File: src/rtl/fcd_pkg.sv
// Shared constants and types of the flash command sequence decoder
package fcd_pkg;
  localparam int AW = 24;
  localparam int DW = 16;
  localparam logic [10:0] UNLOCK_A1 = 11'h555;
  localparam logic [10:0] UNLOCK_A2 = 11'h2aa;
  localparam logic [7:0] C_AA = 8'haa;
  localparam logic [7:0] C_55 = 8'h55;
  localparam logic [7:0] C_EXIT = 8'hf0;
  localparam logic [7:0] C_SR_RD = 8'h70;
  localparam logic [7:0] C_SR_CLR = 8'h71;
  localparam logic [7:0] C_TMR_LD = 8'h34;
  localparam logic [7:0] C_TMR_RD = 8'h3c;
  localparam logic [7:0] C_ICR_LD = 8'h36;
  localparam logic [7:0] C_ISR_LD = 8'h37;
  localparam logic [7:0] C_VCR_LD = 8'h38;
  localparam logic [7:0] C_ICR_RD = 8'hc4;
  localparam logic [7:0] C_ISR_RD = 8'hc5;
  localparam logic [7:0] C_VCR_RD = 8'hc7;
  localparam logic [7:0] C_PROG = 8'ha0;
  localparam logic [7:0] C_ID = 8'h90;
  localparam logic [7:0] C_CFI = 8'h98;
  localparam logic [7:0] C_ERS1 = 8'h80;
  localparam logic [7:0] C_SECT = 8'h30;
  localparam logic [7:0] C_ESUS = 8'hb0;
  localparam logic [7:0] C_ERES = 8'h30;
  localparam logic [7:0] C_PSUS = 8'h51;
  localparam logic [7:0] C_PRES = 8'h50;
  localparam logic [7:0] C_KEY = 8'he8;
  localparam logic [7:0] C_MODE = 8'h40;
  localparam logic [7:0] C_SLK = 8'he0;
  localparam logic [7:0] C_PST = 8'h3a;
  localparam logic [15:0] TMR_RST = 16'h0000;
  localparam logic [15:0] ICR_RST = 16'hffff;
  localparam logic [15:0] ISR_RST = 16'hffff;
  localparam logic [15:0] VCR_RST = 16'h8e8b;
  localparam logic [15:0] MODE_RST = 16'hffff;
  localparam int MODE_PERS = 1;
  localparam int MODE_PWD = 2;
  localparam int FAIL_BIT = 5;
  localparam int SECT_LO = 11;
  localparam int SECT_HI = 16;
  localparam int LINK_DIV = 5;
  // Host frame phases on the link: idle, clocked phase A, then closing phase B
  typedef enum logic [1:0] {
    FCD_IDLE,
    FCD_PHASE_A,
    FCD_PHASE_B
  } fcd_lph_t;
endpackage

File: src/rtl/fcd_if.sv
// Link between host controller and flash decoder
`timescale 1ns/100ps
`default_nettype none
interface fcd_if;
  logic        cs_n;
  logic        bus_clock;
  logic        rw_n;
  logic [23:0] addr;
  logic [7:0]  dq_h;
  logic [15:0] dq_d;
  logic        dq_h_oe_n;
  logic [15:0] dq_f;
  logic        rvalid;
  modport host (output cs_n, output bus_clock, output rw_n, output addr,
    output dq_h, output dq_h_oe_n, input dq_f, input rvalid);
  modport flash (input cs_n, input bus_clock, input rw_n, input addr,
    input dq_h, input dq_d, input dq_h_oe_n, output dq_f, output rvalid);
  assign dq_d = {dq_h, dq_h};
endinterface
`default_nettype wire

File: src/rtl/fcd_flash.sv
// Flash end: command sequence decoder and register set
`timescale 1ns/100ps
`default_nettype none
module fcd_flash
  import fcd_pkg::*;
(
  input  wire logic            i_ref_clk,
  input  wire logic            i_sys_rst,
  input  wire logic            i_ce,
  fcd_if.flash                 lnk,
  input  wire logic [DW-1:0]   i_array_word,
  input  wire logic            i_erasing,
  input  wire logic            i_fail,
  input  wire logic [DW-1:0]   i_sect_lock,
  output logic [AW-1:0]        o_loc,
  output logic [DW-1:0]        o_prog_word,
  output logic                 o_prog_go,
  output logic                 o_erase_go,
  output logic [5:0]           o_param_sect,
  output logic [15:0]          o_timer,
  output logic                 o_esus,
  output logic                 o_psus,
  output logic                 o_id_mode,
  output logic                 o_sr_clr
);
  import fcd_pkg::*;
  typedef enum logic [3:0] {
    S_C1, S_C2, S_C3, S_ARG, S_E4, S_E5, S_E6, S_SR, S_ABORT, S_AB2,
    S_AB3
  } fcd_st_t;
  // Two-stage synchronisers for link pins
  logic [2:0] ck_s_q, cs_s_q;
  logic       ck_p_q;
  always_ff @(posedge i_ref_clk) begin
    if (i_sys_rst) begin
      ck_s_q <= 3'h0;
      cs_s_q <= 3'h7;
      ck_p_q <= 1'b0;
    end else if (i_ce) begin
      ck_s_q <= {ck_s_q[1:0], lnk.bus_clock};
      cs_s_q <= {cs_s_q[1:0], lnk.cs_n};
      ck_p_q <= ck_s_q[1];
    end
  end
  // Bus data held stable by host across whole frame, still two stages
  logic [AW-1:0] a_s_q, a_q;
  logic [DW-1:0] d_s_q, d_q;
  logic          rw_s_q, rw_q;
  always_ff @(posedge i_ref_clk) begin
    if (i_sys_rst) begin
      a_s_q  <= '0;
      d_s_q  <= '0;
      rw_s_q <= 1'b1;
      a_q    <= '0;
      d_q    <= '0;
      rw_q   <= 1'b1;
    end else if (i_ce) begin
      a_s_q  <= lnk.addr;
      d_s_q  <= lnk.dq_d;
      rw_s_q <= lnk.rw_n;
      a_q    <= a_s_q;
      d_q    <= d_s_q;
      rw_q   <= rw_s_q;
    end
  end
  wire rise = ck_s_q[1] & ~ck_p_q & ~cs_s_q[1];
  logic first_q;
  always_ff @(posedge i_ref_clk) begin
    if (i_sys_rst) first_q <= 1'b1;
    else if (i_ce) begin
      if (cs_s_q[1]) first_q <= 1'b1;
      else if (rise) first_q <= 1'b0;
    end
  end
  wire take = rise & first_q;
  wire wr = take & ~rw_q;
  wire rd = take & rw_q;
  wire [7:0] cmd = d_q[7:0];
  wire [10:0] lo = a_q[10:0];
  wire at1 = lo == UNLOCK_A1;
  fcd_st_t st_q;
  logic [7:0] sel_q;
  logic [1:0] key_ix_q;
  logic [15:0] icr_q, isr_q, vcr_q, mode_q;
  logic [DW-1:0] key_q [0:3];
  logic sr_rd_q, id_q, pgm_q;
  // Sequence tracker
  always_ff @(posedge i_ref_clk) begin
    if (i_sys_rst) begin
      st_q  <= S_C1;
      sel_q <= 8'h00;
    end else if (i_ce && wr) begin
      case (st_q)
        S_C1: begin
          if (cmd == C_AA && at1) st_q <= S_C2;
          else if (cmd == C_SR_RD && at1) st_q <= S_SR;
        end
        S_C2: st_q <= (cmd == C_55 && lo == UNLOCK_A2) ? S_C3 : S_C1;
        S_C3: begin
          sel_q <= cmd;
          case (cmd)
            C_TMR_LD, C_ICR_LD, C_ISR_LD, C_VCR_LD, C_PROG:
              st_q <= at1 ? S_ARG : S_C1;
            // Read codes wait for the fourth cycle, a read
            C_TMR_RD, C_ICR_RD, C_ISR_RD, C_VCR_RD:
              st_q <= at1 ? S_ARG : S_C1;
            C_ERS1: st_q <= at1 ? S_E4 : S_C1;
            default: st_q <= S_C1;
          endcase
        end
        S_ARG: st_q <= S_C1;
        S_E4: st_q <= (cmd == C_AA && at1) ? S_E5 : S_C1;
        S_E5: st_q <= (cmd == C_55 && lo == UNLOCK_A2) ? S_E6 : S_C1;
        S_E6: st_q <= S_C1;
        S_SR: st_q <= S_C1;
        // Single F0 is not enough to leave abort
        S_ABORT: st_q <= (cmd == C_AA && at1) ? S_AB2 : S_ABORT;
        S_AB2: st_q <= (cmd == C_55 && lo == UNLOCK_A2) ? S_AB3 : S_ABORT;
        S_AB3: st_q <= (cmd == C_EXIT && at1) ? S_C1 : S_ABORT;
        default: st_q <= S_C1;
      endcase
    end else if (i_ce && rd && (st_q == S_SR || st_q == S_ARG)) begin
      st_q <= S_C1;
    end
  end
  wire arg_wr = wr && st_q == S_ARG;
  always_ff @(posedge i_ref_clk) begin
    if (i_sys_rst) begin
      o_timer <= TMR_RST;
      icr_q   <= ICR_RST;
      isr_q   <= ISR_RST;
      vcr_q   <= VCR_RST;
    end else if (i_ce && arg_wr) begin
      if (sel_q == C_TMR_LD) o_timer <= d_q;
      if (sel_q == C_ICR_LD) icr_q <= d_q;
      if (sel_q == C_ISR_LD) isr_q <= d_q;
      if (sel_q == C_VCR_LD) vcr_q <= d_q;
    end
  end
  // Program and erase launch strobes
  always_ff @(posedge i_ref_clk) begin
    if (i_sys_rst) begin
      o_prog_go    <= 1'b0;
      o_erase_go   <= 1'b0;
      o_loc        <= '0;
      o_prog_word  <= '0;
      o_param_sect <= 6'h00;
    end else if (i_ce) begin
      o_prog_go  <= arg_wr && sel_q == C_PROG;
      o_erase_go <= wr && st_q == S_E6 && cmd == C_SECT;
      if (wr && (st_q == S_ARG || st_q == S_E6)) begin
        o_loc        <= a_q;
        o_prog_word  <= d_q;
        o_param_sect <= a_q[SECT_HI:SECT_LO];
      end
    end
  end
  // Single-cycle mode commands, plus ID entry on the third unlocked cycle
  wire one = wr && st_q == S_C1;
  always_ff @(posedge i_ref_clk) begin
    if (i_sys_rst) begin
      o_esus    <= 1'b0;
      o_psus    <= 1'b0;
      id_q      <= 1'b0;
      o_sr_clr  <= 1'b0;
      pgm_q     <= 1'b0;
    end else if (i_ce) begin
      o_sr_clr <= one && cmd == C_SR_CLR && at1;
      pgm_q    <= arg_wr && sel_q == C_PROG;
      if (one && cmd == C_ESUS && i_erasing) o_esus <= 1'b1;
      else if (one && cmd == C_ERES && o_esus) o_esus <= 1'b0;
      if (one && cmd == C_PSUS && pgm_q) o_psus <= 1'b1;
      else if (one && cmd == C_PRES && o_psus) o_psus <= 1'b0;
      if (one && cmd == C_CFI && at1 && (!i_erasing || o_esus)) id_q <= 1'b1;
      else if (wr && st_q == S_C3 && cmd == C_ID) id_q <= 1'b1;
      else if (one && cmd == C_EXIT) id_q <= 1'b0;
    end
  end
  always_ff @(posedge i_ref_clk) begin
    if (i_sys_rst) begin
      key_ix_q <= 2'h0;
      mode_q   <= MODE_RST;
    end else if (i_ce && arg_wr && sel_q == C_PROG && id_q) begin
      key_q[key_ix_q] <= d_q;
      key_ix_q <= key_ix_q + 2'h1;
      if (!(~d_q[MODE_PERS] & ~d_q[MODE_PWD])) mode_q <= mode_q & d_q;
    end
  end
  // Read answer: first word only; later edges in the frame get no answer
  always_ff @(posedge i_ref_clk) begin
    if (i_sys_rst) begin
      lnk.dq_f   <= '0;
      lnk.rvalid <= 1'b0;
      sr_rd_q    <= 1'b0;
      o_id_mode  <= 1'b0;
    end else if (i_ce) begin
      o_id_mode  <= id_q;
      lnk.rvalid <= rd;
      sr_rd_q    <= st_q == S_SR;
      if (rd) begin
        if (st_q == S_SR) lnk.dq_f <= {10'h3ff, i_fail, 5'h1f};
        else if (st_q == S_ARG && sel_q == C_TMR_RD) lnk.dq_f <= o_timer;
        else if (st_q == S_ARG && sel_q == C_ICR_RD) lnk.dq_f <= icr_q;
        else if (st_q == S_ARG && sel_q == C_ISR_RD) lnk.dq_f <= isr_q;
        else if (st_q == S_ARG && sel_q == C_VCR_RD) lnk.dq_f <= vcr_q;
        else if (id_q && lo == UNLOCK_A1) lnk.dq_f <= {15'h7fff, i_sect_lock[0]};
        else if (id_q) lnk.dq_f <= {13'h1fff, i_sect_lock[2:0]};
        else lnk.dq_f <= i_array_word;
      end
    end
  end
endmodule
`default_nettype wire

File: src/flat_wrapper.sv
// flat-port wrapper written by rule: the top's interface ports become plain ports
module fcd_flash_flat import fcd_pkg::*;
  (i_ref_clk, i_sys_rst, i_ce, i_array_word, i_erasing, i_fail, i_sect_lock, o_loc, o_prog_word, o_prog_go, o_erase_go, o_param_sect, o_timer, o_esus, o_psus, o_id_mode, o_sr_clr, lnk_cs_n, lnk_bus_clock, lnk_rw_n, lnk_addr, lnk_dq_h, lnk_dq_h_oe_n, lnk_dq_f, lnk_rvalid);
  fcd_if lnk_i ();
  input  wire logic i_ref_clk;
  input  wire logic i_sys_rst;
  input  wire logic i_ce;
  input  wire logic [DW-1:0] i_array_word;
  input  wire logic i_erasing;
  input  wire logic i_fail;
  input  wire logic [DW-1:0] i_sect_lock;
  output logic [AW-1:0] o_loc;
  output logic [DW-1:0] o_prog_word;
  output logic o_prog_go;
  output logic o_erase_go;
  output logic [5:0] o_param_sect;
  output logic [15:0] o_timer;
  output logic o_esus;
  output logic o_psus;
  output logic o_id_mode;
  output logic o_sr_clr;
  input wire logic [$bits(lnk_i.cs_n)-1:0] lnk_cs_n;
  input wire logic [$bits(lnk_i.bus_clock)-1:0] lnk_bus_clock;
  input wire logic [$bits(lnk_i.rw_n)-1:0] lnk_rw_n;
  input wire logic [$bits(lnk_i.addr)-1:0] lnk_addr;
  input wire logic [$bits(lnk_i.dq_h)-1:0] lnk_dq_h;
  input wire logic [$bits(lnk_i.dq_h_oe_n)-1:0] lnk_dq_h_oe_n;
  output wire logic [$bits(lnk_i.dq_f)-1:0] lnk_dq_f;
  output wire logic [$bits(lnk_i.rvalid)-1:0] lnk_rvalid;
  assign lnk_i.cs_n = lnk_cs_n;
  assign lnk_i.bus_clock = lnk_bus_clock;
  assign lnk_i.rw_n = lnk_rw_n;
  assign lnk_i.addr = lnk_addr;
  assign lnk_i.dq_h = lnk_dq_h;
  assign lnk_i.dq_h_oe_n = lnk_dq_h_oe_n;
  assign lnk_dq_f = lnk_i.dq_f;
  assign lnk_rvalid = lnk_i.rvalid;
  fcd_flash u_core (.i_ref_clk(i_ref_clk), .i_sys_rst(i_sys_rst), .i_ce(i_ce), .lnk(lnk_i), .i_array_word(i_array_word), .i_erasing(i_erasing), .i_fail(i_fail), .i_sect_lock(i_sect_lock), .o_loc(o_loc), .o_prog_word(o_prog_word), .o_prog_go(o_prog_go), .o_erase_go(o_erase_go), .o_param_sect(o_param_sect), .o_timer(o_timer), .o_esus(o_esus), .o_psus(o_psus), .o_id_mode(o_id_mode), .o_sr_clr(o_sr_clr));
endmodule
File: config.mk
export PLATFORM = sky130hd
export DESIGN_NAME = fcd_flash_flat
export DESIGN_NICKNAME = d
export VERILOG_FILES = /design/src/rtl/fcd_pkg.sv /design/src/rtl/fcd_if.sv /design/src/rtl/fcd_flash.sv /design/src/flat_wrapper.sv
export SDC_FILE = /design/constraint.sdc
export NUM_CORES = 1
export LEC_CHECK = 0
export BUFFER_PORTS_ARGS = -buffer_cell sky130_fd_sc_hd__buf_2
export CORE_MARGIN = 4
export CORE_UTILIZATION = 40
export CTS_CLUSTER_DIAMETER = 120
export CTS_CLUSTER_SIZE = 14
export DETAILED_ROUTE_END_ITERATION = 8
export PLACE_DENSITY = 0.68
export SLEW_MARGIN = 5
export SYNTH_ARGS = -nofsm -noshare
export SYNTH_HDL_FRONTEND = slang
export SYNTH_SLANG_ARGS = --single-unit
export TNS_END_PERCENT = 50
File: constraint.sdc
create_clock -name i_ref_clk -period 3.4 [get_ports i_ref_clk]
set_clock_uncertainty 0.1 [all_clocks]
set_input_delay 0.51 -clock i_ref_clk [delete_from_list [all_inputs] [get_ports i_ref_clk]]
set_output_delay 0.51 -clock i_ref_clk [all_outputs]
set_load 0.03 [all_outputs]
Yosys cells after proc, flatten, opt, wreduce, memory -nomap -nowiden
Index checks and enable logic that the tools add are counted.
{"block": "totals", "reg_bits": 234, "in_bits": 73, "out_inout_bits": 85, "word_cells": 167}
{"block": "op_classes", "n_eq_ne": 43, "mux": 30, "bitwise_logic": 8, "reduce_logical": 58}
{"cell": "$eq A8 B8 Y1 const B", "count": 14}
{"cell": "$mux W16", "count": 7}
{"cell": "$eq A8 B6 Y1 const B", "count": 11}
{"cell": "$eq A8 B7 Y1 const B", "count": 5}
{"cell": "$logic_and A1 B1 Y1", "count": 35}
{"cell": "$pmux W4 S8", "count": 1}
{"cell": "$reduce_and A2 Y1", "count": 12}
{"cell": "$mux W4", "count": 5}
{"cell": "$eq A4 B3 Y1 const B", "count": 4}
{"cell": "$eq A4 B4 Y1 const B", "count": 3}
{"cell": "$eq A11 B10 Y1 const B", "count": 1}
{"cell": "$eq A11 B11 Y1 const B", "count": 1}
{"cell": "$mux W1", "count": 10}
{"cell": "$mux W3", "count": 3}
{"cell": "$reduce_or A9 Y1", "count": 1}
{"cell": "$eq A4 B2 Y1 const B", "count": 2}
{"cell": "$pmux W4 S2", "count": 1}
{"cell": "$reduce_bool A2 Y1", "count": 4}
{"cell": "$mux W2", "count": 3}
{"cell": "$and A1 B1 Y1", "count": 5}
{"cell": "$eq A4 B1 Y1 const B", "count": 1}
{"cell": "$logic_not A4 Y1", "count": 1}
{"cell": "$ne A4 B4 Y1 const B", "count": 1}
{"cell": "$logic_or A1 B1 Y1", "count": 3}
{"cell": "3 further kinds", "count": 5}

Logic depth before layout (Yosys ltp)
{"block": "depth", "word_depth": 11, "ltp_mapped": 9}

Least setup slack after synthesis
Ideal clock, no wire load.
{"block": "synth_path", "kind": "input to register", "start": "input i_ce", "end": "register u_core.vcr_q[10]", "setup_ns": 0.123, "arrival_time_ns": 1.940, "path_slack_ns": 1.237, "stages": 9, "n_path_buf": 3, "cell_sequence": "buf_2 > nand4b_4 > or3_1 > buf_2 > nor3_2 > nand3_2 > buf_2 > a21oi_1 > o21ai_0"}
{"block": "synth_via", "elab_chain_len": 2}
{"element": "from (decl)", "line": "flat_wrapper.sv:7", "text": "input wire logic i_ce;"}
{"element": "$logic_and A1 B1 Y1", "line": "fcd_flash.sv:133", "text": "end else if (i_ce && arg_wr) begin"}
{"element": "$reduce_and A2 Y1 (no source line)"}
{"element": "to (signal assigned)", "line": "fcd_flash.sv:137", "text": "if (sel_q == C_VCR_LD) vcr_q <= d_q;"}
{"element": "to (decl)", "line": "fcd_flash.sv:84", "text": "logic [15:0] icr_q, isr_q, vcr_q, mode_q;"}
Every way passes these cells.
A chain may end at the register's enable or synchronous reset.

==> metrics.md <==
| Metric | Value |
|---|---|
| Post-synthesis sequential area ratio | a little under half |
| Via count | approximately 6100 |
| Drt drc | 0 |
| Synthesis-to-layout area growth | 16.9% |
| Place WS | between 0.9 and 1 ns |
| Synth Area in Compound Gates | 11.4% |
| Hold Buf Count CTS | 0 |
| Initial core utilization | between 40% and 50% |
| GRT Util Overall | a little under a fifth |
| Clock latency on the worst-skew pair | 0.43 ns |
| Largest family of logic cells by synthesized area | simple AND/OR/NAND/NOR gates |
| Startpoint Class | register |
| EDFF count, synth | 0 |
| Data arrival, critical path | 2.79 ns |
| Final setup TNS | 0 ns |
| Count of cell types in the netlist | 64 |
| I/O pin count | 158 |
| Antenna violations before repair | 1 |
| DR iter-0 viols | 365 |
| FILL cells | 1769 |
| Routed vias/inst | 5.26 |
| Top cells by area, synth | dfxtp_1 47%, mux2i_1 14%, nand2_1 5.9%, nor2_1 5.8%, a21oi_1 3.2% |
| Die height | 145 microns |
| Max cap viols | 0 |
| Gr ovfl total | 0 |
| DP HPWL | 12900 microns |
| First-pass GRT wire length | 30500 microns |
| Least-Margin Pin Slew | 0.780 ns |
| Final setup violation count | 0 |
| Final setup margin | 0.879 ns |
| TritonCTS buffer count | 17 |
| DRT Pass-1 Iters | 4 |
| DIE AREA | 20900 sq um |
| Status | finished clean |
| Cts repair resizes | 0 |
| Final min period | ~2.5 ns |
| Reg2Reg Setup Slack | roughly 0.88 ns |
| Synth Area in XOR/XNOR | less than 1% |
| Main flop type after synthesis | dfxtp_1 |
| Mapped Area | 7470 sq um |
| Required time worst endpoint | 3.67 ns |
| DIE WIDTH | 145 microns |
| Cell row count | 49 |
| Adder-Cell Fraction of Synth Area | 0.151% |
| Post-layout util | 48.1% |
| Multi-input logic area | 3530 sq um |
| Hold wc startpoint | lnk_addr[13] |
| Highest Clock Rate | 397 MHz |
| Post-CTS Setup Inserts | 0 |
| Flip-flop and latch area | 3480 sq um |
| Setup CP Type | register to register |
| NumNets Final | 994 |
| Power density over cell area | between 400 and 500 nW/um^2 |
| Hold Slack | about 0.21 ns |
| N_diodes | 0 |
| Drt total wl | 19200 microns |
| Worst setup EP type | register |
| Maximum vdd ir drop | 0.338 mV |
| Post-layout power | 4180 uW |
| RSZ-0062 raised after global routing | no |
| Crit-path max FO | 17 |
| Post-synth ARST share | 0% |
| RR Endpoint | u_core.st_q[1] |
| Ys Warns | 0 |
| Reg clk slew, reported paths | 0.07 ns |
| Slew Viols, Final | 0 |
| Longest Clk Path Bufs | 2 |
| Worst Hold End | u_core.a_s_q[13] |
| Vias in the first global route | 5901 |
| Synth Area per Inst | 9.01 sq um |
| Remaining antenna violation count after routing | 0 |
| Core Box Area | 18100 sq um |
| WL per Instance | 16.5 microns |
| Post-synthesis mux area share | 14.5% |
| Post-synth top area share | 46.6% |
| Synth area leader | dfxtp_1 |
| Rel. slew slack | approximately 48% |
| Root Driver | clkbuf_16 |
| CTS tree | done |
| Reg-to-reg startpoint | u_core.d_q[14] |
| Net Count, Synth | 902 |
| Flops & latches, synth | 174 |
| Leak | 0.00366 uW |
| Share of layout cells above drive strength 1 | 22.2% |
| RD Place Congestion | 0.828 |
| Synth Instances | 829 |
| Worst reg-to-reg path cell count | 6 |
| Hold Path Cell Cnt | 3 |
| Buffers on Ports | ~140 |
| Hold Crit Class | input port to register |
| Simple-gate area share of the yosys netlist | 21.1% |
| Final worst path period share | 74.1% |
| H-tree depth | 4 |
| Clock sinks | 174 |
| Final Hold Fails | 0 |
| Largest net degree at the start of global routing | 147 |
## worst max-delay path: stages, from the launching register on
cell and delay [ns]:
dfxtp_1 0.81, nor4bb_1 0.56, nand3_1 0.20, a2111oi_0 0.50, a21oi_1 0.07, nand2_1 0.09
a22o_1 0.12
## metrics by stage
stage	cell area (sq um)	std cells
2_1_floorplan	7470	829
3_3_place_gp	8170	1131
5_1_grt	8730	1163
4_1_cts	8730	1163
6_report	8730	1163
3_5_place_dp	8170	1131
## Yosys cell counts (3+ instances only)
cell type and number:
a211oi_1 5, a21oi_1 47, a221o_1 4, a221oi_1 3
a22o_1 3, a31oi_1 6, a32oi_1 3, and2_1 6
buf_1 6, buf_2 12, buf_4 22, clkbuf_1 42
dfxtp_1 174, inv_1 11, mux2i_1 108, nand2_1 117
nand2b_1 4, nand3_1 9, nand3b_1 3, nand4_1 5
nand4b_1 4, nor2_1 116, nor2b_1 4, nor3_1 14
nor3_2 3, nor4_1 3, nor4b_1 5, nor4bb_1 4
o211ai_1 6, o21ai_0 10, o22ai_1 16, o31a_1 8
o31ai_1 3, or3_1 4
## routing by layer
metal / wire length [microns] / vias up / GRT usage [%]
met2: 8670 / 198 / 28.9
met3: 1500 / 29 / 5.99
met5: 7 / - / 0
met1: 8580 / 2830 / 23.8
met4: 413 / 2 / 6.28
li1: - / 3058 / -
## logic make-up after synthesis
kind of cell    after synthesis
buf+inv                      94
compound gates              129
flops                       174
simple gates                322
fa+ha+maj                     1
xor+xnor                      1
mux                         108
## cell usage in the layout (no fill, tap or decap), drive strengths merged, types with 6 or more instances in the layout
master and n:
dfxtp 174, buf 155, nor2 119, nand2 118
mux2i 108, a21oi 47, clkbuf 19, nor3 18
inv 18, o22ai 16, o21ai 10, nand3 10
o31a 8, nor4b 7, and2 6, o211ai 6
a31oi 6, nand4 6
## layout make-up
type                       instances  share of cell area, %
multi-input combinational        561                   40.5
clock buffer                      19                   4.96
clock inverter                    13                   1.43
inverter                          12                  0.516
sequential                       174                   39.9
tap                              229                   3.28
timing repair buffer             155                   9.43
## registers in the layout (all words and copies together), names as in the netlist, 2 cells and up
signal / cells
u_core.st_q: 4
u_core.a_s_q: 24
u_core.sel_q: 8
u_core.ck_s_q: 2
u_core.isr_q: 8
u_core.o_timer: 8
u_core.lnk.dq_f: 16
u_core.o_prog_word: 8
u_core.cs_s_q: 2
u_core.vcr_q: 10
u_core.a_q: 24
u_core.icr_q: 8
u_core.d_s_q: 8
u_core.d_q: 8
u_core.o_param_sect: 5
u_core.o_loc: 19
## power by group
part | switching, uW | internal [uW] | total [uW]
clock network | 892 | 970 | 1860
registers | 38.5 | 2080 | 2120
logic | 108 | 90.4 | 198
total | 1040 | 3140 | 4180
## worst max-delay path by stage
stage               cells after the start            from                   to
detailed placement                      7            i_ce   u_core.o_timer[10]
CTS                                     5  u_core.st_q[2]  u_core.lnk.dq_f[10]
finish                                  6  u_core.d_q[14]       u_core.st_q[1]
global placement                        7            i_ce   u_core.o_timer[14]
floorplan                               9            i_ce     u_core.vcr_q[10]
global route                            6  u_core.d_q[14]       u_core.st_q[1]
(Power assumes the default switching activity.)
